### src/logic/rsdp_regs.vh
/*
 * Register offsets, field codes and timing counts for the radio serial data
 * port timing block. Assumes a 10 MHz system clock (100 ns period).
 */
`ifndef RSDP_REGS_VH
`define RSDP_REGS_VH

// Register offsets
`define RSDP_OFS_TURNAROUND_EXT 12'h10b
`define RSDP_OFS_CTRL_CFG 12'h13e
`define RSDP_OFS_PIN_FUNC 12'h32c

// Reset values
`define RSDP_RST_TURNAROUND_EXT 8'h00
`define RSDP_RST_CTRL_CFG 8'h00
`define RSDP_RST_PIN_FUNC 8'h00

// Controller operating mode codes
`define RSDP_MODE_SYM 8'h00
`define RSDP_MODE_BIT 8'h02
`define RSDP_MODE_SERIAL 8'h03

// Pin function codes
`define RSDP_PF_RISE_NOGATE 8'h01
`define RSDP_PF_FALL_PRE 8'h02
`define RSDP_PF_FALL_SYNC 8'h03
`define RSDP_PF_RISE_ALT 8'h04
`define RSDP_PF_ALT_PRE 8'h05
`define RSDP_PF_ALT_SYNC 8'h06
`define RSDP_PF_SYMBOL 8'h07

// Clock period and times
`define RSDP_CLK_NS 100
`define RSDP_T_IRQ_US 38
`define RSDP_T_TA_PAN_US 192
`define RSDP_T_TA_FSK_US 664
`define RSDP_T_CLKOFF_US 14
`define RSDP_T_PAOFF_US 10
`define RSDP_T_RXCAL_US 105
`define RSDP_T_TXSTART_MIN_NS 1300
`define RSDP_T_FS_LEAD_NS 60
`define RSDP_FS_SYMS 5

// Cycle counts: typical and longest round down, least rounds up
`define RSDP_CYC_IRQ ((`RSDP_T_IRQ_US * 1000) / `RSDP_CLK_NS)
`define RSDP_CYC_TA_PAN ((`RSDP_T_TA_PAN_US * 1000) / `RSDP_CLK_NS)
`define RSDP_CYC_TA_FSK ((`RSDP_T_TA_FSK_US * 1000 + `RSDP_CLK_NS - 1) / `RSDP_CLK_NS)
`define RSDP_CYC_CLKOFF ((`RSDP_T_CLKOFF_US * 1000) / `RSDP_CLK_NS)
`define RSDP_CYC_PAOFF ((`RSDP_T_PAOFF_US * 1000) / `RSDP_CLK_NS)
`define RSDP_CYC_RXCAL ((`RSDP_T_RXCAL_US * 1000) / `RSDP_CLK_NS)
`define RSDP_CYC_TXSTART ((`RSDP_T_TXSTART_MIN_NS + `RSDP_CLK_NS - 1) / `RSDP_CLK_NS)
`define RSDP_CYC_US (1000 / `RSDP_CLK_NS)

`endif

### src/logic/rsdp_core.v
/*
 * Serial data port timing logic: register file, turnaround delay, serial
 * clock generation, frame sync, receive data launch, transmit data capture,
 * packet interrupt and PA shutdown timing.
 * Assumes register writes arrive as a one-cycle strobe with address and data
 * on sys_clk; radio status events are one-cycle pulses on sys_clk; the
 * transmit data pin comes from outside and is synchronised here.
 */
// Summary of operation
// - Packet-received interrupt rises 38 us after a complete frame.
// - PAN mode turnaround delay is 192 us.
// - GFSK/FSK turnaround delay is at least 664 us.
// - Serial clock stops 14 us after phy-ready command.
// - PA output shuts down 10 us after phy-ready during transmit.
// - Serial clock period equals one symbol period.
// - Frame sync rises five symbol periods after sync word detection.
// - Frame sync rises half a symbol minus up to 60 ns before active edge; the code leads the rising edge by half a symbol plus 100 ns.
// - Valid data follows clock start by sync word length symbols.
// - Receive with calibration starts serial clock 105 us later.
// - Transmit clock starts 1.3 to 6.2 us after PA reaches power.
// - Mode 2 with pin function 1 gives bit clock and bit data.
// - Mode 0 with pin function 7 gives symbol clock and data.
// - Serial transmit mode 3 samples rising edge for 1, falling for 4.
// - Pin functions 1 and 4 keep pins active through receive.
// - Pin functions 2 and 5 gate pins on preamble detection.
// - Pin functions 3 and 6 gate pins on sync word detection.
// - Functions 1-3 launch data on falling edge, 4-6 on rising.
// - Turnaround extension resets to zero and applies to receive and transmit.
`timescale 1ns/1ps
`include "rsdp_regs.vh"

module rsdp_core #(
	parameter SYM_CYC = 20,
	parameter SYNC_LEN = 16
) (
	// Clock and reset
	input wire sys_clk,
	input wire srst,
	// Register access
	input wire reg_wr,
	input wire [11:0] reg_addr,
	input wire [7:0] reg_wdata,
	output reg [7:0] reg_rdata_ff,
	// Radio commands and events
	input wire pan_mode,
	input wire transmit_command,
	input wire receive_command,
	input wire phy_ready_command,
	input wire pa_nominal,
	input wire frame_done,
	input wire preamble_det,
	input wire sync_det,
	input wire rx_bit,
	// Serial pins
	input wire serial_tx_data_in,
	output reg serial_rx_data_out_ff,
	output reg serial_data_clock_out_ff,
	output reg frame_sync_out_ff,
	// Status outputs
	output reg pkt_irq_ff,
	output reg pa_on_ff,
	output reg tx_state_ff,
	output reg rx_state_ff,
	output reg data_valid_ff,
	output reg tx_bit_valid_ff,
	output reg tx_bit_ff
);

	localparam ST_IDLE = 3'h0;
	localparam ST_TURN = 3'h1;
	localparam ST_RXCAL = 3'h2;
	localparam ST_RX = 3'h3;
	localparam ST_PARAMP = 3'h4;
	localparam ST_TX = 3'h5;
	localparam ST_STOP = 3'h6;

	reg [7:0] turn_ext_ff;
	reg [7:0] ctrl_cfg_ff;
	reg [7:0] pin_func_ff;
	reg [2:0] state_ff;
	reg [2:0] nxt_state;
	reg [16:0] tmr_ff;
	reg [16:0] nxt_tmr;
	reg going_tx_ff;
	reg [15:0] irq_cnt_ff;
	reg irq_arm_ff;
	reg [15:0] pa_cnt_ff;
	reg pa_arm_ff;
	reg [15:0] div_ff;
	reg gate_open_ff;
	reg [15:0] fs_cnt_ff;
	reg fs_arm_ff;
	reg [15:0] valid_cnt_ff;
	reg din_s1_ff;
	reg din_s2_ff;

	wire [2:0] pf_lo = pin_func_ff[2:0];
	wire serial_mode = ctrl_cfg_ff == `RSDP_MODE_SERIAL;
	wire launch_rise = (pf_lo == 3'h4) || (pf_lo == 3'h5) || (pf_lo == 3'h6);
	wire half_pt = div_ff == (SYM_CYC / 2 - 1);
	wire full_pt = div_ff == (SYM_CYC - 1);
	// Serial port is in a documented receive configuration
	wire rx_cfg_ok = (ctrl_cfg_ff == `RSDP_MODE_BIT && pin_func_ff == `RSDP_PF_RISE_NOGATE) ||
		(ctrl_cfg_ff == `RSDP_MODE_SYM && pin_func_ff == `RSDP_PF_SYMBOL) ||
		(serial_mode && pf_lo >= 3'h1 && pf_lo <= 3'h6);
	wire clk_run = (state_ff == ST_RX && gate_open_ff && rx_cfg_ok) || (state_ff == ST_TX) ||
		(state_ff == ST_STOP && tmr_ff != 17'h0);

	// Cycle counts cut on purpose to the timer and counter widths
	function [16:0] cyc17;
		input integer n;
		cyc17 = n[16:0];
	endfunction
	function [15:0] cyc16;
		input integer n;
		cyc16 = n[15:0];
	endfunction
	function [16:0] us_cyc;
		input [9:0] us;
		us_cyc = cyc17(us * `RSDP_CYC_US);
	endfunction

	// Register file
	always @(posedge sys_clk) begin
		if (srst) begin
			turn_ext_ff <= `RSDP_RST_TURNAROUND_EXT;
			ctrl_cfg_ff <= `RSDP_RST_CTRL_CFG;
			pin_func_ff <= `RSDP_RST_PIN_FUNC;
			reg_rdata_ff <= 8'h00;
		end else begin
			if (reg_wr && reg_addr == `RSDP_OFS_TURNAROUND_EXT)
				turn_ext_ff <= reg_wdata;
			if (reg_wr && reg_addr == `RSDP_OFS_CTRL_CFG)
				ctrl_cfg_ff <= reg_wdata;
			if (reg_wr && reg_addr == `RSDP_OFS_PIN_FUNC)
				pin_func_ff <= reg_wdata;
			case (reg_addr)
				`RSDP_OFS_TURNAROUND_EXT: reg_rdata_ff <= turn_ext_ff;
				`RSDP_OFS_CTRL_CFG: reg_rdata_ff <= ctrl_cfg_ff;
				`RSDP_OFS_PIN_FUNC: reg_rdata_ff <= pin_func_ff;
				default: reg_rdata_ff <= {5'h00, state_ff};
			endcase
		end
	end

	// Radio sequencing
	always @* begin
		nxt_state = state_ff;
		nxt_tmr = (tmr_ff != 17'h0) ? tmr_ff - 17'h1 : 17'h0;
		case (state_ff)
			ST_IDLE: begin
				if (transmit_command || receive_command) begin
					nxt_state = ST_TURN;
					nxt_tmr = pan_mode ? cyc17(`RSDP_CYC_TA_PAN) : cyc17(`RSDP_CYC_TA_FSK);
				end
			end
			ST_TURN: begin
				// Extension is read at the end, so writes made during the turnaround still apply
				if (phy_ready_command)
					nxt_state = ST_IDLE;
				else if (tmr_ff == 17'h0) begin
					nxt_state = going_tx_ff ? ST_PARAMP : ST_RXCAL;
					nxt_tmr = us_cyc({2'h0, turn_ext_ff}) + (going_tx_ff ? 17'h0 : cyc17(`RSDP_CYC_RXCAL));
				end
			end
			ST_RXCAL: begin
				if (phy_ready_command) begin
					nxt_state = ST_STOP;
					nxt_tmr = cyc17(`RSDP_CYC_CLKOFF);
				end else if (tmr_ff == 17'h0)
					nxt_state = ST_RX;
			end
			ST_RX, ST_TX: begin
				if (phy_ready_command) begin
					nxt_state = ST_STOP;
					nxt_tmr = cyc17(`RSDP_CYC_CLKOFF);
				end
			end
			ST_PARAMP: begin
				// Cancel wins over the start of transmit
				if (phy_ready_command)
					nxt_state = ST_IDLE;
				else if (tmr_ff == 17'h1 && pa_on_ff)
					nxt_state = ST_TX;
				else if (pa_nominal && tmr_ff == 17'h0)
					nxt_tmr = cyc17(`RSDP_CYC_TXSTART);
			end
			ST_STOP: begin
				if (tmr_ff == 17'h0)
					nxt_state = ST_IDLE;
			end
			default: nxt_state = ST_IDLE;
		endcase
	end

	always @(posedge sys_clk) begin
		if (srst) begin
			state_ff <= ST_IDLE;
			tmr_ff <= 17'h0;
			going_tx_ff <= 1'b0;
			tx_state_ff <= 1'b0;
			rx_state_ff <= 1'b0;
		end else begin
			state_ff <= nxt_state;
			tmr_ff <= nxt_tmr;
			if (state_ff == ST_IDLE)
				going_tx_ff <= transmit_command;
			tx_state_ff <= nxt_state == ST_TX;
			rx_state_ff <= nxt_state == ST_RX;
		end
	end

	// PA enable and delayed shutdown after phy-ready
	always @(posedge sys_clk) begin
		if (srst) begin
			pa_on_ff <= 1'b0;
			pa_arm_ff <= 1'b0;
			pa_cnt_ff <= 16'h0;
		end else begin
			if (state_ff == ST_PARAMP && tmr_ff == 17'h0)
				pa_on_ff <= 1'b1;
			if (phy_ready_command && pa_on_ff) begin
				pa_arm_ff <= 1'b1;
				pa_cnt_ff <= cyc16(`RSDP_CYC_PAOFF - 1);
			end else if (pa_arm_ff) begin
				if (pa_cnt_ff == 16'h0) begin
					pa_arm_ff <= 1'b0;
					pa_on_ff <= 1'b0;
				end else
					pa_cnt_ff <= pa_cnt_ff - 16'h1;
			end
		end
	end

	// Packet received interrupt, one-cycle pulse
	always @(posedge sys_clk) begin
		if (srst) begin
			irq_arm_ff <= 1'b0;
			irq_cnt_ff <= 16'h0;
			pkt_irq_ff <= 1'b0;
		end else begin
			pkt_irq_ff <= 1'b0;
			if (frame_done) begin
				irq_arm_ff <= 1'b1;
				irq_cnt_ff <= cyc16(`RSDP_CYC_IRQ - 1);
			end else if (irq_arm_ff) begin
				if (irq_cnt_ff == 16'h0) begin
					irq_arm_ff <= 1'b0;
					pkt_irq_ff <= 1'b1;
				end else
					irq_cnt_ff <= irq_cnt_ff - 16'h1;
			end
		end
	end

	// Symbol divider, gating and serial clock
	always @(posedge sys_clk) begin
		if (srst) begin
			div_ff <= 16'h0;
			gate_open_ff <= 1'b0;
			serial_data_clock_out_ff <= 1'b0;
			serial_rx_data_out_ff <= 1'b0;
		end else begin
			div_ff <= (!clk_run || full_pt) ? 16'h0 : div_ff + 16'h1;
			if (state_ff != ST_RX)
				gate_open_ff <= 1'b0;
			else if (!serial_mode || pf_lo == 3'h1 || pf_lo == 3'h4)
				gate_open_ff <= 1'b1;
			else if ((pf_lo == 3'h2 || pf_lo == 3'h5) && preamble_det)
				gate_open_ff <= 1'b1;
			else if ((pf_lo == 3'h3 || pf_lo == 3'h6) && sync_det)
				gate_open_ff <= 1'b1;
			// Clock high in first half, low in second half
			serial_data_clock_out_ff <= clk_run && (div_ff < (SYM_CYC / 2));
			if (clk_run && state_ff == ST_RX && (launch_rise ? full_pt : half_pt))
				serial_rx_data_out_ff <= rx_bit;
		end
	end

	// Frame sync and data valid
	always @(posedge sys_clk) begin
		if (srst) begin
			fs_arm_ff <= 1'b0;
			fs_cnt_ff <= 16'h0;
			frame_sync_out_ff <= 1'b0;
			valid_cnt_ff <= 16'h0;
			data_valid_ff <= 1'b0;
		end else begin
			if (state_ff != ST_RX) begin
				fs_arm_ff <= 1'b0;
				frame_sync_out_ff <= 1'b0;
			end else if (sync_det) begin
				fs_arm_ff <= 1'b1;
				fs_cnt_ff <= cyc16(`RSDP_FS_SYMS * SYM_CYC - SYM_CYC / 2);
			end else if (fs_arm_ff) begin
				// Rises one cycle before mid symbol, half a period plus one cycle before the rising edge
				if (fs_cnt_ff == 16'h0 && half_pt) begin
					fs_arm_ff <= 1'b0;
					frame_sync_out_ff <= 1'b1;
				end else if (fs_cnt_ff != 16'h0)
					fs_cnt_ff <= fs_cnt_ff - 16'h1;
			end
			if (!(clk_run && state_ff == ST_RX)) begin
				valid_cnt_ff <= cyc16(SYNC_LEN * SYM_CYC);
				data_valid_ff <= 1'b0;
			end else if (valid_cnt_ff != 16'h0)
				valid_cnt_ff <= valid_cnt_ff - 16'h1;
			else
				data_valid_ff <= 1'b1;
		end
	end

	// Transmit data capture on selected edge
	always @(posedge sys_clk) begin
		if (srst) begin
			din_s1_ff <= 1'b0;
			din_s2_ff <= 1'b0;
			tx_bit_ff <= 1'b0;
			tx_bit_valid_ff <= 1'b0;
		end else begin
			din_s1_ff <= serial_tx_data_in;
			din_s2_ff <= din_s1_ff;
			tx_bit_valid_ff <= 1'b0;
			if (state_ff == ST_TX && serial_mode && ((pf_lo == 3'h4) ? half_pt : full_pt)) begin
				tx_bit_ff <= din_s2_ff;
				tx_bit_valid_ff <= 1'b1;
			end
		end
	end

endmodule // rsdp_core

### config.mk
export PLATFORM = sky130hd
export DESIGN_NAME = rsdp_core
export DESIGN_NICKNAME = d
export VERILOG_FILES = /design/src/logic/rsdp_core.v
export VERILOG_INCLUDE_DIRS = /design/src /design/src/logic
export SDC_FILE = /design/constraint.sdc
export NUM_CORES = 1
export LEC_CHECK = 0
export ABC_AREA = 0
export BUFFER_PORTS_ARGS = -buffer_cell sky130_fd_sc_hd__buf_4
export CAP_MARGIN = 25
export CORE_MARGIN = 8
export CORE_UTILIZATION = 49
export DETAILED_ROUTE_END_ITERATION = 7
export PLACE_DENSITY = 0.72
export SYNTH_ARGS = -nofsm -noshare
export SYNTH_HDL_FRONTEND = slang
export SYNTH_SLANG_ARGS = --single-unit
### constraint.sdc
create_clock -name sys_clk -period 4.1 [get_ports sys_clk]
set_clock_uncertainty 0.1 [all_clocks]
set_input_delay 0.41 -clock sys_clk [delete_from_list [all_inputs] [get_ports sys_clk]]
set_output_delay 0.41 -clock sys_clk [all_outputs]
set_load 0.005 [all_outputs]
==> After elaboration in Yosys (flattened, before gate mapping) <==
Index checks and enable logic that the tools add are counted.
{ "op_classes": {"add_sub_neg": 7, "n_mul": 1, "magnitude_cmp": 3, "n_eq_ne": 29, "muxes": 55, "bitwise_logic": 6, "n_reduce_logical": 64} }
{ "op_table": {"columns": ["cell", "count"], "rows": [
  ["$mux W17", 8],
  ["$pmux W17 S4", 1],
  ["$mux W16", 4],
  ["$sub A16 B1 Y16 const B", 4],
  ["$logic_not A16 Y1", 3],
  ["$mux W9", 5],
  ["$reduce_bool A16 Y1", 2],
  ["$mux W3", 10],
  ["$eq A12 B9 Y1 const B", 2],
  ["$pmux W8 S3", 1],
  ["$logic_and A1 B1 Y1", 22],
  ["$eq A3 B3 Y1 const B", 7],
  ["$mux W7", 3],
  ["$mux W1", 20],
  ["$pmux W3 S6", 1],
  ["$eq A17 B1 Y1 const B", 1],
  ["$logic_not A17 Y1", 1],
  ["$reduce_bool A17 Y1", 1],
  ["$sub A17 B1 Y17 const B", 1],
  ["$add A16 B1 Y16 const B", 1],
  ["$eq A16 B4 Y1 const B", 1],
  ["$eq A16 B5 Y1 const B", 1],
  ["$eq A8 B2 Y1 const B", 2],
  ["$lt A16 B4 Y1 const B", 1],
  ["26 further kinds", 62]
]} }
{ "word_totals": {"reg_bits": 149, "in_bits": 33, "output_inout_bits": 18, "wordCells": 196} }

==> Logic depth before layout (Yosys ltp) <==
Gate-level depths: netlist of run 1.
{ "depth": {"depth_word": 10, "mapped_depth": 14, "depth_no_buf": 14} }

==> Worst setup path before layout of run 1 <==
OpenSTA, ideal clock, no wires.
{ "synth_path": {"path_kind": "register -> register", "startpoint": "reg turn_ext_ff[1]", "endpoint": "reg tmr_ff[12]", "setup_time_ps": 86, "t_arrival_ps": 3110, "t_required_ps": 3914, "setup_slack_ps": 803, "stages_incl_launch_ff": 15, "n_path_buf": 0, "synth_period_minus_slack_ps": 3297, "cell_sequence": "dfxtp_1 -> ha_1 -> ha_1 -> fa_1 -> a211oi_1 -> nor2_1 -> a21o_1 -> a21oi_1 -> xnor2_1 -> ha_1 -> inv_1 -> a31oi_1 -> a31oi_1 -> or3b_1 -> a221oi_2"} }
{ "synth_via": {"elab_chain_cells": 5} }
{ "synth_lines": {"columns": ["item", "line_no", "text"], "rows": [
  ["from (decl)", "rsdp_core.v:77", "reg [7:0] turn_ext_ff;"],
  ["from (signal assigned)", "rsdp_core.v:126", "turn_ext_ff <= `RSDP_RST_TURNAROUND_EXT;"],
  ["from (signal assigned)", "rsdp_core.v:132", "turn_ext_ff <= reg_wdata;"],
  ["$mul A8 B3 Y11 (no line)", null, null],
  ["$add A12 B11 Y13", "rsdp_core.v:163", "nxt_tmr = us_cyc({2'h0, turn_ext_ff}) + (going_tx_ff ? 17'h0 : cyc17(`RSDP_CYC_RXCAL));"],
  ["$mux W17", "rsdp_core.v:161", "else if (tmr_ff == 17'h0) begin"],
  ["$mux W17", "rsdp_core.v:159", "if (phy_ready_command)"],
  ["$pmux W17 S4", "rsdp_core.v:150", "case (state_ff)"],
  ["to (signal assigned)", "rsdp_core.v:205", "tmr_ff <= nxt_tmr;"],
  ["to (decl)", "rsdp_core.v:82", "reg [16:0] tmr_ff;"]
]} }
No other way between the ends.
A chain may end at the register's enable or synchronous reset.

==> Worst setup path in the final report of run 1 <==
Same ends and word-level chain as after synthesis.

==> results of run 1 <==
==> worst max-delay path, stage by stage (launching register included) <==
cell and delay, ps:
dfxtp_1 400, ha_1 260, ha_1 240, fa_1 410
a211oi_1 220, nor2_1 100, a21o_1 180, a21oi_1 160
xnor2_1 100, ha_1 290, inv_1 50, a31oi_1 190
a31oi_1 100, or3b_1 400, a221oi_2 230
==> final cells by class <==
type / instances / area, um^2
flip-flops and latches: 149 / 2980
multi-input cells: 690 / 4320
clock inverters: 9 / 129
fillers: 1361 / 6520
inverters: 25 / 93.8
clock buffers: 21 / 460
well taps: 188 / 235
repair buffers: 54 / 405
==> registers in the layout, summed over array words and instances (netlist names), 3 cells and up <==
register	count
ctrl_cfg_ff	8
pa_cnt_ff	16
turn_ext_ff	8
div_ff	16
state_ff	3
reg_rdata_ff	8
irq_cnt_ff	16
tmr_ff	17
pin_func_ff	8
fs_cnt_ff	16
valid_cnt_ff	16
==> synth_stat cells, types with 4 or more instances <==
library cell | n | area share
dfxtp_1 | 149 | 0.39
nor2_1 | 121 | 0.060
a21oi_1 | 67 | 0.044
nand2_1 | 67 | 0.033
nand3_1 | 55 | 0.036
xnor2_1 | 48 | 0.056
nor3_1 | 45 | 0.030
xor2_1 | 40 | 0.046
nor4_1 | 31 | 0.026
clkbuf_1 | 28 | 0.014
o21ai_0 | 27 | 0.018
ha_1 | 25 | 0.041
inv_1 | 25 | 0.012
and3_1 | 12 | 0.0099
or3_1 | 10 | 0.0083
buf_2 | 9 | 0.0060
nor2b_1 | 9 | 0.0074
a222oi_1 | 8 | 0.011
nand2b_1 | 7 | 0.0058
nand4_1 | 7 | 0.0058
o31ai_1 | 7 | 0.0069
a31oi_1 | 6 | 0.0050
nand3b_1 | 6 | 0.0060
or2_2 | 6 | 0.0050
or4_1 | 6 | 0.0060
nor3b_1 | 5 | 0.0050
a211oi_1 | 4 | 0.0040
a311oi_1 | 4 | 0.0046
==> stage by stage <==
stage	power [mW]	util	std cells	cell area [um^2]	setup slack, ps
after detailed placement	2.41	0.531	1106	8040	599
final	3.94	0.570	1136	8630	570
after global placement	2.40	0.531	1106	8040	666
after global routing	4.13	0.570	1136	8630	345
after CTS	3.96	0.570	1136	8630	584
after floorplan	2.23	-	902	7560	803
==> power by group through the flow <==
stage	Combinational [mW]	Clock, mW	Sequential, mW
2_1_floorplan	0.595	0	1.64
6_report	0.742	1.55	1.64
4_1_cts	0.738	1.58	1.64
3_5_place_dp	0.732	0	1.67
3_3_place_gp	0.727	0	1.67
5_1_grt	0.831	1.64	1.66
==> layer usage <==
metal | track usage | vias up | share of wire
met5 | 0 | - | 0
met4 | 0.0646 | 0 | 0.019
met3 | 0.0483 | 24 | 0.053
met2 | 0.267 | 164 | 0.45
met1 | 0.225 | 2961 | 0.48
li1 | - | 3316 | -
==> cells by family after synthesis <==
family                     share of synthesized area
AOI/OAI and AO/OA                              0.144
adders and majority gates                     0.0440
xor gates and xnor gates                       0.102
buffers and inverters                         0.0338
DFF                                            0.394
muxes                                        0.00265
and+or+nand+nor                                0.280
==> final timing paths <==
| kind | from | slack, ps | to |
|---|---|---|---|
| setup / recovery | turn_ext_ff[1] | 570 | tmr_ff[12] |
| hold / removal | rx_bit | 150 | serial_rx_data_out_ff |
| setup reg to reg | turn_ext_ff[1] | 570 | tmr_ff[12] |
| hold reg to reg | din_s1_ff | 340 | din_s2_ff |
==> results.cfg, run 1 <==
[drt]
wire_per_inst_um = 14.7
wl_mm = 16.7
drt-initial-drc-count = 454
viasPerCell = 5.69
firstDrtPassIters = 5
num_vias = 6465
drc = 0
ant_nets = 0

[power]
p_comb_frac = 0.189
leakagePower_nw = 3.28
p_switching_mw = 1.12
p_clk_frac = 0.394
peakVddDrop_v = 0.000325
swShare = 0.283
cellPowerDensity_nw_per_um2 = 456
p_int_mw = 2.82
seqPwrFrac = 0.418

[worst_setup_path]
worstPathArrival_ps = 3760
required_ps = 4330
reg2reg_depth = 14
startpoint_type = register
critPathKind = register to register
worstSetupEndpointType = register
cp_max_fo = 5

[timing]
hold_viol_final = 0
worst_pin_slew_ps = 839
period_share = 0.861
setup_viol = 0
tns_ps = 0
whs_ps = 151
grt_setup_unrepaired = false
slew_headroom = 0.440
maxSlewViolCount = 0
period_needed_ps = 3530
clock.fmax_mhz = 283

[synthesis]
synthArstFlopShare = 0
synth_area_um2 = 7560
yosys_warnings = 0
yosysSeqAreaShare = 0.394
yosysUniqueCellTypes = 72
synth_nets = 961
syn_area_per_cell_um2 = 8.38
syn_inst = 902
ys_seq_elements = 149
synth-main-ff-cell = dfxtp_1
synth_edf_count = 0

[cts]
cts_hold_buf = 0
cts_root_buffer = clkbuf_16
cts_tree = yes
post_cts_buffers = 0
cts_buffers = 17
clk_pin_slew_ps = 60
cts_resized = 0
htree_levels = 4
insertion_delay_ps = 420
numClockSinks = 149
clk_path_buf_depth = 2

[layout]
area_delta_synth_final_pct = 14.1
antennaDiodeCount = 0
mostFrequentLayoutCell = dfxtp_1
drive_gt1_frac = 0.117
nets = 996
layout_common_cells = dfxtp_1, nor2_1, a21oi_1, nand2_1, nand3_1

[run_status]
status = completed

[worst_hold_path]
hold_depth = 3
hp-class = primary input to register

[die]
start_util = 0.499
fp-row-count = 45
io_pins = 51
dieArea_um2 = 19700
dieHeight_um = 140
die_w_um = 140
core_area_um2 = 15100

[placement]
io_buffer_count = 50
place.gp.congestion = 0.864
dpl.hpwl_mm = 11.9

[global_routing]
antenna_found_initial = 0
grt_pass1_vias = 5971
grt.overflow.total = 0
grt_pass1_wl_mm = 28.2
grtUsageTotal = 0.173
grt_max_degree = 79

[job]
maxCapViolCount = 0
No activity file was read; power rests on OpenSTA's default activity.
==> inputs of run 2 (changes only) <==
clock period = 3.5 ns   (was 4.1 ns; I/O delays follow)
==> results.cfg, run 2 (synthesized netlist as in run 1, its figures left out) <==
[run_status]
status = completed

[global_routing]
grt.overflow.total = 0
grtUsageTotal = 0.174
grt_pass1_vias = 6049
grt_max_degree = 79
gr-usage-met3 = 0.0401
busiest_layer = met2
met1_usage = 0.228
antenna_found_initial = 0
grt_pass1_wl_mm = 28.5
grt_use_met2 = 0.272

[timing]
setup_viol = 0
whs_ps = 79.8
clock.fmax_mhz = 299
hold_viol_final = 0
period_needed_ps = 3350
slew_headroom = 0.425
maxSlewViolCount = 0
worst_pin_slew_ps = 862
period_share = 0.956

[worst_setup_path]
startpoint_type = register
required_ps = 3740
worstPathArrival_ps = 3580
path_cells = ha_1 -> ha_2 -> fa_2 -> a211oi_2 -> nor2_1 -> a21o_1 -> a21oi_2 -> xnor2_1 -> ha_1 -> inv_1 -> a31oi_1 -> a31oi_1 -> or3b_1 -> a221oi_2
worstSetupEndpointType = register
critPathKind = register to register
cp_max_fo = 4
crit_path_top_delay_cell = or3b_1
slowest_delay_ps = 400

[placement]
io_buffer_count = 50
dpl.hpwl_mm = 12.0
place.gp.congestion = 0.859

[layout]
nets = 1000
layout_common_cells = dfxtp_1, nor2_1, nand2_1, a21oi_1, buf_4
area_delta_synth_final_pct = 14.8
multi_input_area_um2 = 4340
fillers = 1375
largest_register_ffs = 17
antennaDiodeCount = 0
drive_gt1_frac = 0.129
largest_register = tmr_ff
seqCellArea_um2 = 2980
final_core_util = 0.573
mostFrequentLayoutCell = dfxtp_1

[drt]
drt-initial-drc-count = 519
num_vias = 6559
ant_nets = 0
firstDrtPassIters = 5
wire_per_inst_um = 15.0
drc = 0
viasPerCell = 5.74
wl_mm = 17.1

[die]
start_util = 0.499
fp-row-count = 45
dieArea_um2 = 19700
core_area_um2 = 15100
dieHeight_um = 140
io_pins = 51
die_w_um = 140

[power]
finalPower_mw = 4.67
cellPowerDensity_nw_per_um2 = 538
peakVddDrop_v = 0.000353
leakagePower_nw = 3.29

[cts]
cts_buffers = 17
cts_root_buffer = clkbuf_16
insertion_delay_ps = 430
clk_path_buf_depth = 2
htree_levels = 4
cts_tree = yes
clk_pin_slew_ps = 70
numClockSinks = 149
cts_hold_buf = 0

[worst_hold_path]
hp-class = primary input to register

[job]
maxCapViolCount = 0
[run 2: cell count changes in the layout (fill, tap and decap cells not counted), sizes merged]
| cell | before | now |
|---|---|---|
| clkinv | 4 | 1 |
| clkinvlp | 2 | 4 |
| bufinv | 3 | 2 |
| buf | 54 | 58 |
| clkbuf | 21 | 18 |
| inv | 25 | 32 |
[run 2: layout make-up]
class | instances | area share
timing repair buffer | 58 | 0.0501
multi-input combinational | 690 | 0.500
clock buffer | 18 | 0.0494
clock inverter | 14 | 0.0193
inverter | 25 | 0.0108
tap | 188 | 0.0271
sequential | 149 | 0.344
[run 2: final timing paths]
path                                       start     endpoint  slack [ps]  cells after the start
worst max-delay path              turn_ext_ff[3]   tmr_ff[12]         150                     14
worst min-delay path            transmit_command  going_tx_ff          80                      3
worst max register to register    turn_ext_ff[3]   tmr_ff[12]         150                     14
worst min register to register         din_s1_ff    din_s2_ff         350                      1
[run 2: report_power, final]
group	internal, mW	total, mW	leakage (nW)	switching, mW
sequential	1.80	1.91	1.21	0.111
combinational	0.370	0.908	1.80	0.538
clock	1.07	1.85	0.280	0.775
total	3.24	4.67	3.29	1.42
[run 2: per-layer routing]
layer  vias up  part of all wire
met5         -                 0
met4         0             0.019
met3        26             0.046
met2       155              0.45
met1      3055              0.48
li1       3323                 -
[run 2: what timing repair did]
action	4_1_cts	5_1_grt
setup buffers	0	0
setup endpoints to repair	1	2
pin swaps	0	1
resized for setup	1	4
gates cloned	0	0
[run 2: per-stage QoR]
step	cell area, um^2	setup WS [ps]	TNS, ps	cells
2_1_floorplan	7560	203	0	902
3_3_place_gp	8070	85.1	0	1110
3_5_place_dp	8070	19.3	0	1110
4_1_cts	8670	8.22	0	1142
5_1_grt	8680	-2.66	-2.66	1142
6_report	8680	154	0	1142
[run 2: worst max-delay path, delay by kind of cell, from the launching register on]
family / cells / cell delay [ps]
buf+inv: 1 / 60
fa+ha+maj: 4 / 1130
flops: 1 / 340
compound gates: 6 / 1060
simple gates: 2 / 500
xor+xnor: 1 / 70
==> inputs of run 3 (changes only) <==
CORE_MARGIN = unset   (was 8)
==> results.cfg, run 3 (synthesized netlist as in run 1, its figures left out) <==
[die]
start_util = 0.499
fp-row-count = 45
io_pins = 51
dieArea_um2 = 15900
die_w_um = 126
dieHeight_um = 126
core_area_um2 = 15100

[cts]
clk_pin_slew_ps = 70
cts_hold_buf = 0
insertion_delay_ps = 420
clk_path_buf_depth = 2
post_cts_buffers = 0
numClockSinks = 149
htree_levels = 4
cts_tree = yes
cts_buffers = 17
cts_root_buffer = clkbuf_16

[power]
peakVddDrop_v = 0.000374
leakagePower_nw = 3.31
cellPowerDensity_nw_per_um2 = 544

[drt]
firstDrtPassIters = 6
wl_mm = 16.6
wire_per_inst_um = 14.6
drc = 0
num_vias = 6515
ant_nets = 0
viasPerCell = 5.71
drt-initial-drc-count = 355

[worst_setup_path]
cp_max_fo = 4
startpoint_type = register
critPathKind = register to register
worstSetupEndpointType = register
worstPathArrival_ps = 3590
required_ps = 3740

[timing]
hold_viol_final = 0
maxSlewViolCount = 0
slew_headroom = 0.439
period_share = 0.958
worst_pin_slew_ps = 842
setup_viol = 0
grt_setup_unrepaired = false
clock.fmax_mhz = 298
period_needed_ps = 3350
tns_ps = 0

[layout]
fillers = 1368
fin_area_um2 = 8700
nets = 999
seqCellArea_um2 = 2980
layout_common_cells = dfxtp_1, nor2_1, a21oi_1, nand2_1, buf_4
mostFrequentLayoutCell = dfxtp_1
largest_register_ffs = 17
area_delta_synth_final_pct = 15.1
largest_register = tmr_ff
multi_input_area_um2 = 4330
antennaDiodeCount = 0
drive_gt1_frac = 0.127

[placement]
dpl.hpwl_mm = 11.7
place.gp.congestion = 0.861
io_buffer_count = 50
place_area_um2 = 8060

[global_routing]
antenna_found_initial = 0
grt_pass1_wl_mm = 28.6
grt_pass1_vias = 5961
grt.overflow.total = 0
grt_max_degree = 79
grtUsageTotal = 0.220

[job]
maxCapViolCount = 0

[worst_hold_path]
hp-class = primary input to register

[run_status]
status = completed
run 3: path summary, 6_finish.rpt:
| kind | from | end | slack [ps] | cells past startpoint |
|---|---|---|---|---|
| max | turn_ext_ff[3] | tmr_ff[12] | 150 | 14 |
| min | rx_bit | serial_rx_data_out_ff | 90 | 3 |
| max reg2reg | turn_ext_ff[3] | tmr_ff[12] | 150 | 14 |
| min reg2reg | din_s1_ff | din_s2_ff | 340 | 1 |
run 3: area by class of cell:
type                    count  share of cell area
well taps                 188              0.0270
inverters                  25              0.0108
multi-input cells         690               0.498
clock buffers              20              0.0536
flip-flops and latches    149               0.343
repair buffers             57              0.0492
clock inverters            12              0.0187
run 3: worst max-delay path: stages (launching register included):
cell      delay, ps
dfxtp_2         340
ha_1            270
ha_1            240
fa_2            370
a211oi_2        180
nor2_1           90
a21o_1          180
a21oi_1         170
xnor2_1          80
ha_1            270
inv_1            50
a31oi_1         180
a31oi_1         100
or3b_1          410
a221oi_2        230
run 3: repair_timing:
item                                    4_1_cts  5_1_grt
resized for setup                             0        3
endpoints found under the setup margin        0        1
hold endpoints to repair                      0        0
run 3: layer usage:
metal	GRT usage	vias to the layer above	routed length, um
li1	-	3326	-
met1	0.299	2991	8040
met2	0.342	166	7460
met3	0.0480	32	780
met4	0.0829	0	350
met5	0	-	0
run 3: power breakdown:
| part | internal, mW | total, mW | switching, mW |
|---|---|---|---|
| clock network | 1.19 | 1.92 | 0.731 |
| registers | 1.80 | 1.93 | 0.123 |
| logic | 0.365 | 0.890 | 0.525 |
run 3: through the flow:
step / cells / hold slack (ps) / worst slack [ps] / utilization / power [mW]
floorplan: 902 / 314 / 203 / - / 2.61
global placement: 1109 / 316 / 81.0 / 0.532 / 2.83
detailed placement: 1109 / 330 / 42.6 / 0.532 / 2.83
CTS: 1141 / 76.0 / 21.3 / 0.574 / 4.77
global route: 1141 / 96.1 / 23.3 / 0.575 / 4.98
finish: 1141 / 90.1 / 148 / 0.575 / 4.74
